File: config.mk
export PLATFORM = sky130hd
export DESIGN_NAME = adc_sequencer_flat
export DESIGN_NICKNAME = d
export VERILOG_FILES = /design/src/adc_seq_pkg.sv /design/src/adc_link_if.sv /design/src/adc_sequencer.sv /design/src/flat_wrapper.sv
export SDC_FILE = /design/constraint.sdc
export NUM_CORES = 1
export LEC_CHECK = 0
export BUFFER_PORTS_ARGS = -buffer_cell sky130_fd_sc_hd__buf_2
export CORE_ASPECT_RATIO = 1.2
export CORE_MARGIN = 1
export CORE_UTILIZATION = 55
export CTS_CLUSTER_DIAMETER = 50
export DETAILED_ROUTE_END_ITERATION = 8
export GPL_TIMING_DRIVEN = 0
export PLACE_DENSITY = 0.77
export SLEW_MARGIN = 20
export SYNTH_ARGS = -nofsm -noshare
export SYNTH_HDL_FRONTEND = slang
export SYNTH_SLANG_ARGS = --single-unit
File: constraint.sdc
create_clock -name clk_sys -period 2.4 [get_ports clk_sys]
set_input_delay 0.72 -clock clk_sys [delete_from_list [all_inputs] [get_ports clk_sys]]
set_output_delay 0.72 -clock clk_sys [all_outputs]
set_load 0.02 [all_outputs]
File: src/adc_seq_pkg.sv
// Shared constants for the converter sequencer and its host controller.
// Assumes a 250 MHz system clock on both ends.
package adc_seq_pkg;
   // ==========================================================
   // Clock and timing
   localparam int SYS_CLK_MHZ = 250;
   localparam int START_PULSE_NS = 30;
   localparam int START_PULSE_CYC = (START_PULSE_NS * SYS_CLK_MHZ + 999) / 1000;
   localparam int ACQ_MIN_NS = 1400;
   localparam int ACQ_MIN_CYC = (ACQ_MIN_NS * SYS_CLK_MHZ + 999) / 1000;
   localparam int CONV_MAX_NS = 3700;
   localparam int CONV_MAX_CYC = (CONV_MAX_NS * SYS_CLK_MHZ) / 1000;
   localparam int CONV_CYC = CONV_MAX_CYC - 8;
   localparam int RESULT_BITS = 12;
   localparam int SCLK_HALF_CYC = 8;
   // ==========================================================
   // Variants and codes
   localparam logic VARIANT_SINGLE = 1'b0;
   localparam logic VARIANT_DIFF = 1'b1;
   localparam logic [11:0] BIPOLAR_FLIP = 12'h800;
endpackage

File: src/adc_link_if.sv
// Three-wire link between converter and host.
// Assumes the bench resolves the data wire from its output enable.
`timescale 1ns/1ps
interface adc_link_if;
   logic conversion_start_pin;
   logic shift_clock;
   logic serial_data;
   logic serial_data_oe;

   modport device (
      input conversion_start_pin,
      input shift_clock,
      output serial_data,
      output serial_data_oe
   );
   modport host (
      output conversion_start_pin,
      output shift_clock,
      input serial_data,
      input serial_data_oe
   );
endinterface

File: src/adc_sequencer.sv
// Converter control end: tracks, holds, converts and shifts out a result.
// Assumes link pins come from another domain and are synchronised here.
//
// Overview of operation
// - Start rise powers up and tracks.
// - Start fall holds and begins converting.
// - Start pulse pattern chooses channel or polarity.
// - Single pulse selects first input channel.
// - Host double pulse of 36 ns selects second.
// - Short readout selects second channel next.
// - Host reads all 12 bits for first.
// - Host holds start high through acquisition.
// - Acquisition at least 1.4 us or computed.
// - MSB valid within 3.7 us of fall.
// - Shutdown automatically after conversion.
// - Data low from start until MSB.
// - After the MSB, data changes only on shift clock falls; a start rise during readout also drives it low.
// - Result shifted MSB first, 12 bits.
// - Data goes high impedance after readout.
// - Negative sample is ground or negative input.
// - Differential variant: same pattern selects bipolar.
// - Straight binary unipolar, offset binary bipolar.
// - Host samples data on shift clock rise.
`timescale 1ns/1ps
module adc_sequencer #(
   parameter logic VARIANT = adc_seq_pkg::VARIANT_SINGLE,
   parameter int BITS = adc_seq_pkg::RESULT_BITS
) (
   // System
   input wire logic clk_sys,
   input wire logic rst_n,
   // Link
   adc_link_if.device link,
   // Analog front end abstraction
   input wire logic [BITS-1:0] sample_pos,
   input wire logic [BITS-1:0] sample_neg_input,
   output logic tracking,
   output logic powered,
   output logic channel_second,
   output logic bipolar,
   output logic neg_to_input,
   output logic [BITS-1:0] result
);
   typedef enum logic [2:0] {
      S_SHUTDOWN, S_TRACK, S_CONVERT, S_SHIFT
   } state_t;

   // ==========================================================
   // Pin synchronisers and edge detection
   logic [1:0] cnv_sync;
   logic [1:0] sck_sync;
   logic cnv_d;
   logic sck_d;
   always_ff @(posedge clk_sys or negedge rst_n) begin
      if (!rst_n) begin
         cnv_sync <= 2'h0;
         sck_sync <= 2'h0;
         cnv_d <= 1'b0;
         sck_d <= 1'b0;
      end else begin
         cnv_sync <= {cnv_sync[0], link.conversion_start_pin};
         sck_sync <= {sck_sync[0], link.shift_clock};
         cnv_d <= cnv_sync[1];
         sck_d <= sck_sync[1];
      end
   end
   // Edges come from the second flop, so each pin costs two cycles.
   wire cnv_rise = cnv_sync[1] & ~cnv_d;
   wire cnv_fall = ~cnv_sync[1] & cnv_d;
   wire sck_fall = ~sck_sync[1] & sck_d;

   // ==========================================================
   // Sequencer state and datapath registers
   state_t state;
   logic [15:0] conv_cnt;
   logic [4:0] bit_cnt;
   logic [BITS-1:0] shreg;
   logic data;
   logic data_oe;
   logic [BITS-1:0] held_pos;
   logic [BITS-1:0] held_neg;

   // ==========================================================
   // Decoding
   wire [BITS-1:0] neg_sel = neg_to_input ? sample_neg_input
                                          : {BITS{1'b0}};
   wire [BITS-1:0] diff = held_pos - held_neg;
   wire [BITS-1:0] coded = bipolar ? (diff ^ adc_seq_pkg::BIPOLAR_FLIP)
                                   : diff;
   wire conv_done = conv_cnt == 16'(adc_seq_pkg::CONV_CYC);
   wire readout_short = bit_cnt < 5'(BITS);
   // A rise that arrives before the result is fully read picks the
   // alternate input; so does the second rise of a double pulse.
   wire pick_alt = state == S_TRACK || state == S_CONVERT ||
                   (state == S_SHIFT && readout_short);
   wire hold_now = state == S_TRACK && cnv_fall;
   wire finish_now = !cnv_rise && state == S_CONVERT && conv_done;
   wire shift_now = !cnv_rise && state == S_SHIFT && sck_fall;
   wire shift_bit = shift_now && readout_short;
   wire release_now = shift_now && !readout_short;

   assign neg_to_input = VARIANT == adc_seq_pkg::VARIANT_DIFF;
   assign tracking = state == S_TRACK;
   assign powered = state == S_TRACK || state == S_CONVERT;
   assign link.serial_data = data;
   assign link.serial_data_oe = data_oe;

   // ==========================================================
   // Control state
   // Any synchronised rise restarts tracking, whatever the state.
   always_ff @(posedge clk_sys or negedge rst_n) begin
      if (!rst_n) begin
         state <= S_SHUTDOWN;
      end else if (cnv_rise) begin
         state <= S_TRACK;
      end else begin
         unique case (state)
            S_SHUTDOWN: state <= S_SHUTDOWN;
            S_TRACK: begin
               if (hold_now) begin
                  state <= S_CONVERT;
               end
            end
            S_CONVERT: begin
               if (finish_now) begin
                  state <= S_SHIFT;
               end
            end
            S_SHIFT: begin
               if (release_now) begin
                  state <= S_SHUTDOWN;
               end
            end
         endcase
      end
   end

   // ==========================================================
   // Conversion timer and sample capture
   // The hold edge freezes both inputs; the timer stands in for the SAR.
   always_ff @(posedge clk_sys or negedge rst_n) begin
      if (!rst_n) begin
         conv_cnt <= 16'h0;
         held_pos <= '0;
         held_neg <= '0;
      end else if (hold_now) begin
         conv_cnt <= 16'h0;
         held_pos <= sample_pos;
         held_neg <= neg_sel;
      end else if (state == S_CONVERT) begin
         conv_cnt <= conv_cnt + 16'h1;
      end
   end

   // ==========================================================
   // Result and shift register
   // The shift register keeps the bits still to be sent, next at the top.
   always_ff @(posedge clk_sys or negedge rst_n) begin
      if (!rst_n) begin
         result <= '0;
         shreg <= '0;
         bit_cnt <= 5'h0;
      end else if (finish_now) begin
         result <= coded;
         shreg <= coded << 1;
         bit_cnt <= 5'h1;
      end else if (shift_bit) begin
         shreg <= shreg << 1;
         bit_cnt <= bit_cnt + 5'h1;
      end
   end

   // ==========================================================
   // Serial output
   // Data stays low from the start rise until the MSB lands.
   always_ff @(posedge clk_sys or negedge rst_n) begin
      if (!rst_n) begin
         data <= 1'b0;
         data_oe <= 1'b0;
      end else if (cnv_rise) begin
         data <= 1'b0;
         data_oe <= 1'b1;
      end else if (finish_now) begin
         data <= coded[BITS-1];
      end else if (shift_bit) begin
         data <= shreg[BITS-1];
      end else if (release_now) begin
         data <= 1'b0;
         data_oe <= 1'b0;
      end
   end

   // ==========================================================
   // Channel and polarity selection
   // Both flags are taken at the rise and hold for the whole conversion.
   always_ff @(posedge clk_sys or negedge rst_n) begin
      if (!rst_n) begin
         channel_second <= 1'b0;
         bipolar <= 1'b0;
      end else if (cnv_rise) begin
         channel_second <= pick_alt &&
                           VARIANT == adc_seq_pkg::VARIANT_SINGLE;
         bipolar <= pick_alt && VARIANT == adc_seq_pkg::VARIANT_DIFF;
      end
   end
endmodule

File: src/flat_wrapper.sv
// flat-port wrapper written by rule: the top's interface ports become plain ports
module adc_sequencer_flat 
#(
   parameter logic VARIANT = adc_seq_pkg::VARIANT_SINGLE,
   parameter int BITS = adc_seq_pkg::RESULT_BITS
)
  (clk_sys, rst_n, sample_pos, sample_neg_input, tracking, powered, channel_second, bipolar, neg_to_input, result, link_conversion_start_pin, link_shift_clock, link_serial_data, link_serial_data_oe);
  adc_link_if link_i ();
  input wire logic clk_sys;
  input wire logic rst_n;
  input wire logic [BITS-1:0] sample_pos;
  input wire logic [BITS-1:0] sample_neg_input;
  output logic tracking;
  output logic powered;
  output logic channel_second;
  output logic bipolar;
  output logic neg_to_input;
  output logic [BITS-1:0] result;
  input wire logic [$bits(link_i.conversion_start_pin)-1:0] link_conversion_start_pin;
  input wire logic [$bits(link_i.shift_clock)-1:0] link_shift_clock;
  output wire logic [$bits(link_i.serial_data)-1:0] link_serial_data;
  output wire logic [$bits(link_i.serial_data_oe)-1:0] link_serial_data_oe;
  assign link_i.conversion_start_pin = link_conversion_start_pin;
  assign link_i.shift_clock = link_shift_clock;
  assign link_serial_data = link_i.serial_data;
  assign link_serial_data_oe = link_i.serial_data_oe;
  adc_sequencer #(.VARIANT(VARIANT), .BITS(BITS)) u_core (.clk_sys(clk_sys), .rst_n(rst_n), .link(link_i), .sample_pos(sample_pos), .sample_neg_input(sample_neg_input), .tracking(tracking), .powered(powered), .channel_second(channel_second), .bipolar(bipolar), .neg_to_input(neg_to_input), .result(result));
endmodule
==> results of run 1 <==
[flip-flops by register name, indices dropped and copies added (netlist names)]
signal and cells:
u_core.cnv_d 1, u_core.held_pos 12, u_core.conv_cnt 16, u_core.link.serial_data 1, u_core.channel_second 1, u_core.shreg 11
u_core.link.serial_data_oe 1, u_core.sck_d 1, u_core.sck_sync 2, u_core.cnv_sync 2, u_core.result 12, u_core.state 2
u_core.bit_cnt 5
[metrics by stage]
| step | area, sq um | setup WS (ns) | std cells | hold slack, ns |
|---|---|---|---|---|
| 2_1_floorplan | 3120 | 0.586 | 272 | 0.331 |
| 3_5_place_dp | 3390 | 0.422 | 367 | 0.336 |
| 6_report | 3580 | 0.333 | 382 | 0.236 |
| 4_1_cts | 3580 | 0.324 | 382 | 0.234 |
| 5_1_grt | 3580 | 0.179 | 382 | 0.236 |
| 3_3_place_gp | 3360 | 0.330 | 366 | 0.336 |
[synthesized netlist by cell type, types with 2 or more instances]
master,instances
mux2_1,4
buf_2,3
mux2_2,29
nor2b_1,2
dfrtp_1,67
clkbuf_1,4
a21oi_1,5
buf_6,4
nand2_1,50
and3_1,5
xnor2_1,5
mux2i_1,2
ha_1,6
a41o_1,4
o21ai_0,4
a31oi_1,4
xor2_1,6
nand3_1,5
nor2_1,18
nand4_1,4
buf_4,2
nor3_1,3
and4bb_2,2
inv_1,7
[per-layer routing]
| metal | global-route usage | routed length, um |
|---|---|---|
| met1 | 0.279 | 2530 |
| met2 | 0.344 | 2800 |
| met3 | 0.0612 | 229 |
| met4 | 0.0873 | 89 |
| met5 | 0 | 0 |
[final timing paths]
| kind | to | slack, ns | depth (start not counted) |
|---|---|---|---|
| max | powered | 0.33 | 4 |
| min | u_core.conv_cnt[0] | 0.24 | 1 |
| max reg2reg | u_core.held_pos[7] | 0.42 | 7 |
| min reg2reg | u_core.cnv_sync[1] | 0.35 | 0 |
| max in group asynchronous | u_core.shreg[9] | 1.65 | 2 |
| min in group clk_sys | u_core.cnv_sync[1] | 0.35 | 0 |
[cells by family (layout without fill, tap and decap cells)]
| group | Yosys count | after routing |
|---|---|---|
| AO/OA/AOI/OAI | 26 | 26 |
| adder cells (fa/ha/maj) | 6 | 6 |
| buffers and inverters | 20 | 68 |
| XOR/XNOR | 11 | 11 |
| other | 1 | 2 |
| flip-flops | 67 | 67 |
| multiplexers | 35 | 35 |
| AND/OR/NAND/NOR | 105 | 105 |
[cells in the final DEF, fill, tap and decap left out, drive strengths merged, types with 5 or more instances in the layout]
master	instances
dfrtp	67
nand2	51
buf	42
mux2	33
nor2	18
clkbuf	17
inv	7
xor2	6
ha	6
nand3	6
a21oi	6
and3	5
xnor2	5
[power breakdown]
part | internal [uW] | total, uW | switching [uW]
Clock | 530 | 927 | 396
Sequential | 1310 | 1470 | 162
Combinational | 196 | 467 | 272
Total | 2030 | 2860 | 830
[cell type report]
type | count | area (sq um)
plain buffers | 13 | 90.1
clock buffers | 13 | 159
clock inverters | 2 | 35.0
fillers | 431 | 1790
inverters | 7 | 26.3
multi-input cells | 185 | 1330
flip-flops and latches | 67 | 1680
well taps | 62 | 77.6
repair buffers | 33 | 190
==> results.yml, run 1 <==
synthesis:
  synth_edf_count: 0
  yosysTopAreaCellShare: 0.538
  postSynthAreaPerCell_sq_um: 11.5
  postSynthCellCount: 271
  synthXorXnorAreaFrac: 0.0309
  async_flop_share: 1.00
  synth_top_family_by_area: "simple AND/OR/NAND/NOR gates"
  synthDistinctLibCells: 50
  synth_seq_area_share: 0.538
  synthSimpleGateAreaFrac: 0.180
  synthTopCellsByArea: "dfrtp_1 54%, mux2_2 10%, nand2_1 6.0%"
  synth_mux_area_frac: 0.126
  ys_warn_count: 0
  synth_fa_ha_area_frac: 0.0241
  synthFlopType: "dfrtp_1"
  synth_top_area_cell: "dfrtp_1"
  synth-compound-area-share: 0.0631
  synth-seq-cells: 67
  syn_area_sq_um: 3120
clock_network:
  htreeDepth: 3
  cts.sinks: 67
  clockBufferDepth: 2
  cts_tree: "built"
  cts.clk_slew.worst_paths_ns: 0.07
  root_buffer: "clkbuf_8"
  postCtsSetupBuffers: 0
  cts_resized: 0
  worstSkewPairLatency_ns: 0.34
  cts_made_buffers: 9
  hold_buffers: 0
pwr:
  vdd_ir_drop_max_mv: 0.551
  power_uw: 2860
  p_leak_uw: 0.00187
  powerDensity_nw_per_um2: 800
floorplan:
  row_count: 29
  io_pins: 47
  initial_utilization: 0.580
  dieArea_sq_um: 5970
  die_h_um: 84.4
  die_x_um: 70.7
  core_sq_um: 5370
status:
  status: "complete, but fails checks"
  violations: "DRC"
final_layout:
  fin_util: 0.667
  n_antenna_cell: 0
  area_delta_synth_final_pct: 14.9
  layout-drive-gt1-share: 0.303
  nets: 350
sta:
  fin_crit_ns: 2.07
  fin_crit_sh: 0.861
  hold_violations: 0
  setup_violations: 0
  fmax_mhz: 484
  report.final.slew_viol_count: 0
  fin_tns_setup_ns: 0
  skew_ns: 0.00671
  rsz0062_at_grt: "no"
global_routing:
  track_usage: 0.216
  overflow: 0
  grt_max_degree: 53
  grt_pass1_vias: 2119
  grt_pass1_wl_um: 9800
  antenna_found_initial: 0
setup_path:
  crit_start: "u_core.state[0]"
  path_delay_family: "flip-flops"
  path_buf_inv: 3
  cp_cell_sequence: "inv_1 -> ha_1 -> inv_1 -> buf_2"
  path_common_cell: "inv_1"
  cp.arrival_ns: 1.35
  crit_required_ns: 1.68
  start_kind: "flop"
  worstPathMaxFanout: 4
  crit_type: "flop to output pin"
  cp-end-kind: "output pin"
  slowest_delay_ns: 0.40
  r2r-start: "u_core.state[1]"
  slowest_stage: "dfrtp_1"
placement:
  place_congestion: 0.779
  dpl.hpwl_um: 3930
  placement.io_buffers: 32
routing:
  detail_route.wl_per_cell_um: 14.8
  route.detailed.drc: 2
  via_count: 2089
  finalWirelength_um: 5650
  ant_nets: 0
  dr.pass1.iters: 6
  drt_iter0_drc: 120
  viasPerCell: 5.47
job:
  drv_cap: 0
worst_hold_path:
  hp-class: "primary input to asynchronous set/reset pin"
No activity file was read; power rests on OpenSTA's default activity.
==> run 2, diff against run 1 <==
Settings changed: CORE_MARGIN 1 to not set.
Clock period 2.4 ns to 2.09 ns, I/O delays scaled along.
==> run 2 against run 1 <==
- the flow still finishes with violations (DRC)
- global-route usage is the same
- largest power group unchanged
- total power grew 15%
- design area is essentially flat
- clock skew is essentially flat
- first-iteration DRC count shrank 3.3%
- clock-buffer cell count is the same
- highest routed layer unchanged
- cell count is the same
==> results.yml, run 2 (synthesis results as in run 1) <==
status:
  status: "complete, but fails checks"
  violations: "DRC"
placement:
  place_congestion: 0.779
  placement.io_buffers: 32
  place_inst: 367
  postPlaceCellArea_sq_um: 3390
  dpl.hpwl_um: 3930
final_layout:
  top_register: "u_core.conv_cnt"
  largest_register_ffs: 16
  multi_input_area_sq_um: 1330
  n_antenna_cell: 0
  fillers: 434
  fin_cells: 382
  nets: 350
  reg_top3: "u_core.conv_cnt: 16 flops, u_core.held_pos: 12 flops, u_core.result: 12 flops"
  layout-drive-gt1-share: 0.309
  layout_common_cells: "67 x dfrtp_1, 50 x nand2_1, 34 x buf_2, 29 x mux2_2, 18 x nor2_1"
  regArea_sq_um: 1680
  final_area_sq_um: 3580
  layout_commonest_cell: "dfrtp_1"
  fin_util: 0.667
  area_delta_synth_final_pct: 15.0
routing:
  via_count: 2090
  viasPerCell: 5.47
  route.detailed.drc: 2
  dr.pass1.iters: 6
  drt_iter0_drc: 116
  detail_route.wl_per_cell_um: 14.8
  finalWirelength_um: 5650
  ant_nets: 0
setup_path:
  crit_required_ns: 1.46
  cp.arrival_ns: 1.35
  start_kind: "flop"
  worstPathMaxFanout: 4
  r2r.worst_path.cells: 6
  cp-end-kind: "output pin"
  crit_type: "flop to output pin"
sta:
  skew_ns: 0.00653
  fin_tns_setup_ns: 0
  timing.hold.ws_ns: 0.143
  setup_violations: 0
  fmax_mhz: 506
  fin_crit_sh: 0.945
  report.final.slew_viol_count: 0
  rsz0062_at_grt: "no"
  fin_crit_ns: 1.97
  hold_violations: 0
floorplan:
  core_sq_um: 5370
  die_x_um: 70.7
  initial_utilization: 0.580
  row_count: 29
  dieArea_sq_um: 5970
  die_h_um: 84.4
  io_pins: 47
clock_network:
  htreeDepth: 3
  cts.sinks: 67
  postCtsSetupBuffers: 0
  worstSkewPairLatency_ns: 0.34
  root_buffer: "clkbuf_8"
  cts_tree: "built"
  cts.clk_slew.worst_paths_ns: 0.07
  cts_made_buffers: 9
  clockBufferDepth: 2
  hold_buffers: 0
pwr:
  powerDensity_nw_per_um2: 918
  vdd_ir_drop_max_mv: 0.632
  p_leak_uw: 0.00188
global_routing:
  track_usage: 0.216
  grt_pass1_vias: 2119
  grt_max_degree: 53
  grt_pass1_wl_um: 9800
  overflow: 0
  antenna_found_initial: 0
worst_hold_path:
  hp-class: "primary input to asynchronous set/reset pin"
job:
  drv_cap: 0
==> run 2: where the power goes <==
part / total, uW / internal, uW / switching [uW]
sequential: 1690 / 1500 / 186
combinational: 538 / 225 / 312
clock: 1060 / 609 / 455
==> run 2: path summary, 6_finish.rpt <==
path / from / end / slack (ns)
max: u_core.state[0] / powered / 0.12
min: rst_n / u_core.conv_cnt[0] / 0.14
max reg2reg: u_core.state[0] / u_core.shreg[7] / 0.12
min reg2reg: u_core.cnv_sync[0] / u_core.cnv_sync[1] / 0.35
max in group asynchronous: rst_n / u_core.shreg[11] / 1.43
min in group clk_sys: u_core.cnv_sync[0] / u_core.cnv_sync[1] / 0.35
==> run 2: cell type report <==
| class | instances | area share |
|---|---|---|
| Sequential cell | 67 | 0.468 |
| Multi-Input combinational cell | 185 | 0.370 |
| Timing Repair Buffer | 33 | 0.0531 |
| Clock buffer | 13 | 0.0443 |
| Buffer | 13 | 0.0258 |
| Tap cell | 62 | 0.0216 |
| Clock inverter | 2 | 0.00978 |
| Inverter | 7 | 0.00733 |
==> run 2: per-stage QoR <==
step           power (uW)  setup WS (ns)
2_1_floorplan        2050          0.276
3_3_place_gp         2220          0.113
3_5_place_dp         2250          0.112
4_1_cts              3310         0.0860
5_1_grt              3490         0.0286
6_report             3290          0.115
==> run 2: layer usage <==
| metal | wire (um) | GRT usage | part of all wire | up-vias |
|---|---|---|---|---|
| li1 | - | - | - | 1019 |
| met1 | 2560 | 0.279 | 0.45 | 1022 |
| met2 | 2800 | 0.344 | 0.50 | 40 |
| met3 | 197 | 0.0612 | 0.035 | 9 |
| met4 | 83 | 0.0873 | 0.015 | 0 |
| met5 | 0 | 0 | 0 | - |
==> run 2: worst max-delay path: stages (launching register included) <==
cell	delay, ns
dfrtp_1	0.40
inv_1	0.06
ha_1	0.31
inv_1	0.08
buf_2	0.16
==> run 2: timing repair <==
action                     in CTS  in global routing
setup endpoints to repair       0                 20
resized for setup               0                  4
hold endpoints to repair        0                  0
==> run 3, diff against run 2 <==
Settings changed: CORE_ASPECT_RATIO 1.2 to 0.9, CTS_BUF_LIST set to sky130_fd_sc_hd__clkbuf_4 sky130_fd_sc_hd__clkbuf_8 sky130_fd_sc_hd__clkbuf_16, RECOVER_POWER set to 50.
==> run 3 against run 2 <==
- the flow now finishes without violations
- critical path depth is the same
- non-clock buffer count grew 1
- cell count grew 1.8%
- global-route usage grew 0.44 points
- register-to-register slack is essentially flat
- clock skew grew 0.0033 ns
==> results.yml, run 3 (synthesis results as in run 1) <==
status:
  status: "complete, no violations"
routing:
  finalWirelength_um: 5900
  route.detailed.drc: 0
  dr.pass1.iters: 4
  detail_route.wl_per_cell_um: 15.2
  via_count: 2144
  viasPerCell: 5.51
  ant_nets: 0
  drt_iter0_drc: 104
setup_path:
  worstPathMaxFanout: 4
  path_depth: 4
  slowest_stage: "dfrtp_1"
  cp_cell_sequence: "inv_1 -> ha_1 -> inv_1 -> buf_2"
  path_buf_inv: 3
  crit_required_ns: 1.46
  cp.arrival_ns: 1.39
  cp-end-kind: "output pin"
  path_common_cell: "inv_1"
  start_kind: "flop"
  r2r.worst_path.cells: 6
  crit_type: "flop to output pin"
  path_delay_family: "flip-flops"
  slowest_delay_ns: 0.41
final_layout:
  reg_top3: "u_core.conv_cnt: 16 flops, u_core.held_pos: 12 flops, u_core.result: 12 flops"
  layout-drive-gt1-share: 0.314
  final_area_sq_um: 3630
  n_antenna_cell: 0
  layout_common_cells: "67 x dfrtp_1, 50 x nand2_1, 33 x buf_2, 29 x mux2_2, 18 x nor2_1"
  layout_commonest_cell: "dfrtp_1"
  area_delta_synth_final_pct: 16.4
  largest_register_ffs: 16
  top_register: "u_core.conv_cnt"
  nets: 351
pwr:
  powerDensity_nw_per_um2: 984
  vdd_ir_drop_max_mv: 0.599
  p_leak_uw: 0.00189
global_routing:
  grt_max_degree: 52
  grt_pass1_wl_um: 9490
  antenna_found_initial: 0
  overflow: 0
  grt_pass1_vias: 2014
  track_usage: 0.220
clock_network:
  cts.clk_slew.worst_paths_ns: 0.07
  clockBufferDepth: 2
  root_buffer: "clkbuf_8"
  cts_tree: "built"
  cts_made_buffers: 9
  worstSkewPairLatency_ns: 0.35
  cts.sinks: 67
  htreeDepth: 3
sta:
  fin_crit_sh: 0.966
  fin_tns_setup_ns: 0
  fin_crit_ns: 2.02
  setup_violations: 0
  skew_ns: 0.00979
  hold_violations: 0
  fmax_mhz: 495
  max_slew.worst_pin.slew_ns: 0.963
  slew_headroom: 0.358
  report.final.slew_viol_count: 0
floorplan:
  die_x_um: 81.3
  io_pins: 47
  dieArea_sq_um: 5970
  core_sq_um: 5350
  die_h_um: 73.4
  row_count: 25
  initial_utilization: 0.582
placement:
  placement.io_buffers: 32
  place_congestion: 0.761
  postPlaceCellArea_sq_um: 3390
  dpl.hpwl_um: 3930
worst_hold_path:
  hp-class: "flop to flop"
  whs_path_depth: 0
job:
  drv_cap: 0
[run 3: per-stage QoR]
step	power, uW	instances	utilization	setup WS (ns)	hold slack, ns
after global placement	2210	371	0.629	0.0977	0.336
after floorplan	2050	272	-	0.276	0.331
final	3570	389	0.678	0.0710	0.354
after CTS	3600	388	0.681	0.0595	0.144
after global routing	3750	389	0.678	-0.00168	0.361
after detailed placement	2260	372	0.634	0.115	0.340
[run 3: worst paths after layout]
path,startpoint,slack (ns),to
worst max-delay path,u_core.state[0],0.07,powered
min in group asynchronous,rst_n,0.40,u_core.conv_cnt[7]
worst min register to register,u_core.sck_sync[0],0.35,u_core.sck_sync[1]
max in group asynchronous,rst_n,0.39,u_core.held_pos[8]
worst min-delay path,u_core.sck_sync[0],0.35,u_core.sck_sync[1]
worst max register to register,u_core.state[0],0.12,u_core.shreg[6]
[run 3: layout make-up]
| cell class | count | area, sq um |
|---|---|---|
| Sequential cell | 67 | 1680 |
| Clock buffer | 9 | 124 |
| Fill cell | 395 | 1720 |
| Clock inverter | 7 | 125 |
| Timing Repair Buffer | 34 | 173 |
| Multi-Input combinational cell | 185 | 1330 |
| Buffer | 13 | 92.6 |
| Inverter | 7 | 26.3 |
| Tap cell | 67 | 83.8 |
[run 3: what timing repair did]
action / 4_1_cts / 5_1_grt
resized for setup: 0 / 4
hold buffers: 0 / 0
setup endpoints to repair: 0 / 16
setup buffers: 0 / 1
[run 3: routing by layer]
| layer | vias up | track usage | part of all wire |
|---|---|---|---|
| met5 | - | 0 | 0 |
| met4 | 0 | 0.0655 | 0.011 |
| met3 | 7 | 0.0832 | 0.048 |
| met2 | 43 | 0.334 | 0.47 |
| met1 | 1070 | 0.293 | 0.47 |
| li1 | 1024 | - | - |
[run 3: report_power, final]
group          internal (uW)  switching [uW]
registers               1500             191
clock network            802             524
logic                    226             325
[run 3: worst reg2reg max path, delay by kind of cell, from the launching register on]
family | cells | cell delay [ns]
adder cells (fa/ha/maj) | 1 | 0.26
AND/OR/NAND/NOR | 2 | 0.40
multiplexers | 2 | 0.61
buffers and inverters | 1 | 0.17
flip-flops | 1 | 0.42
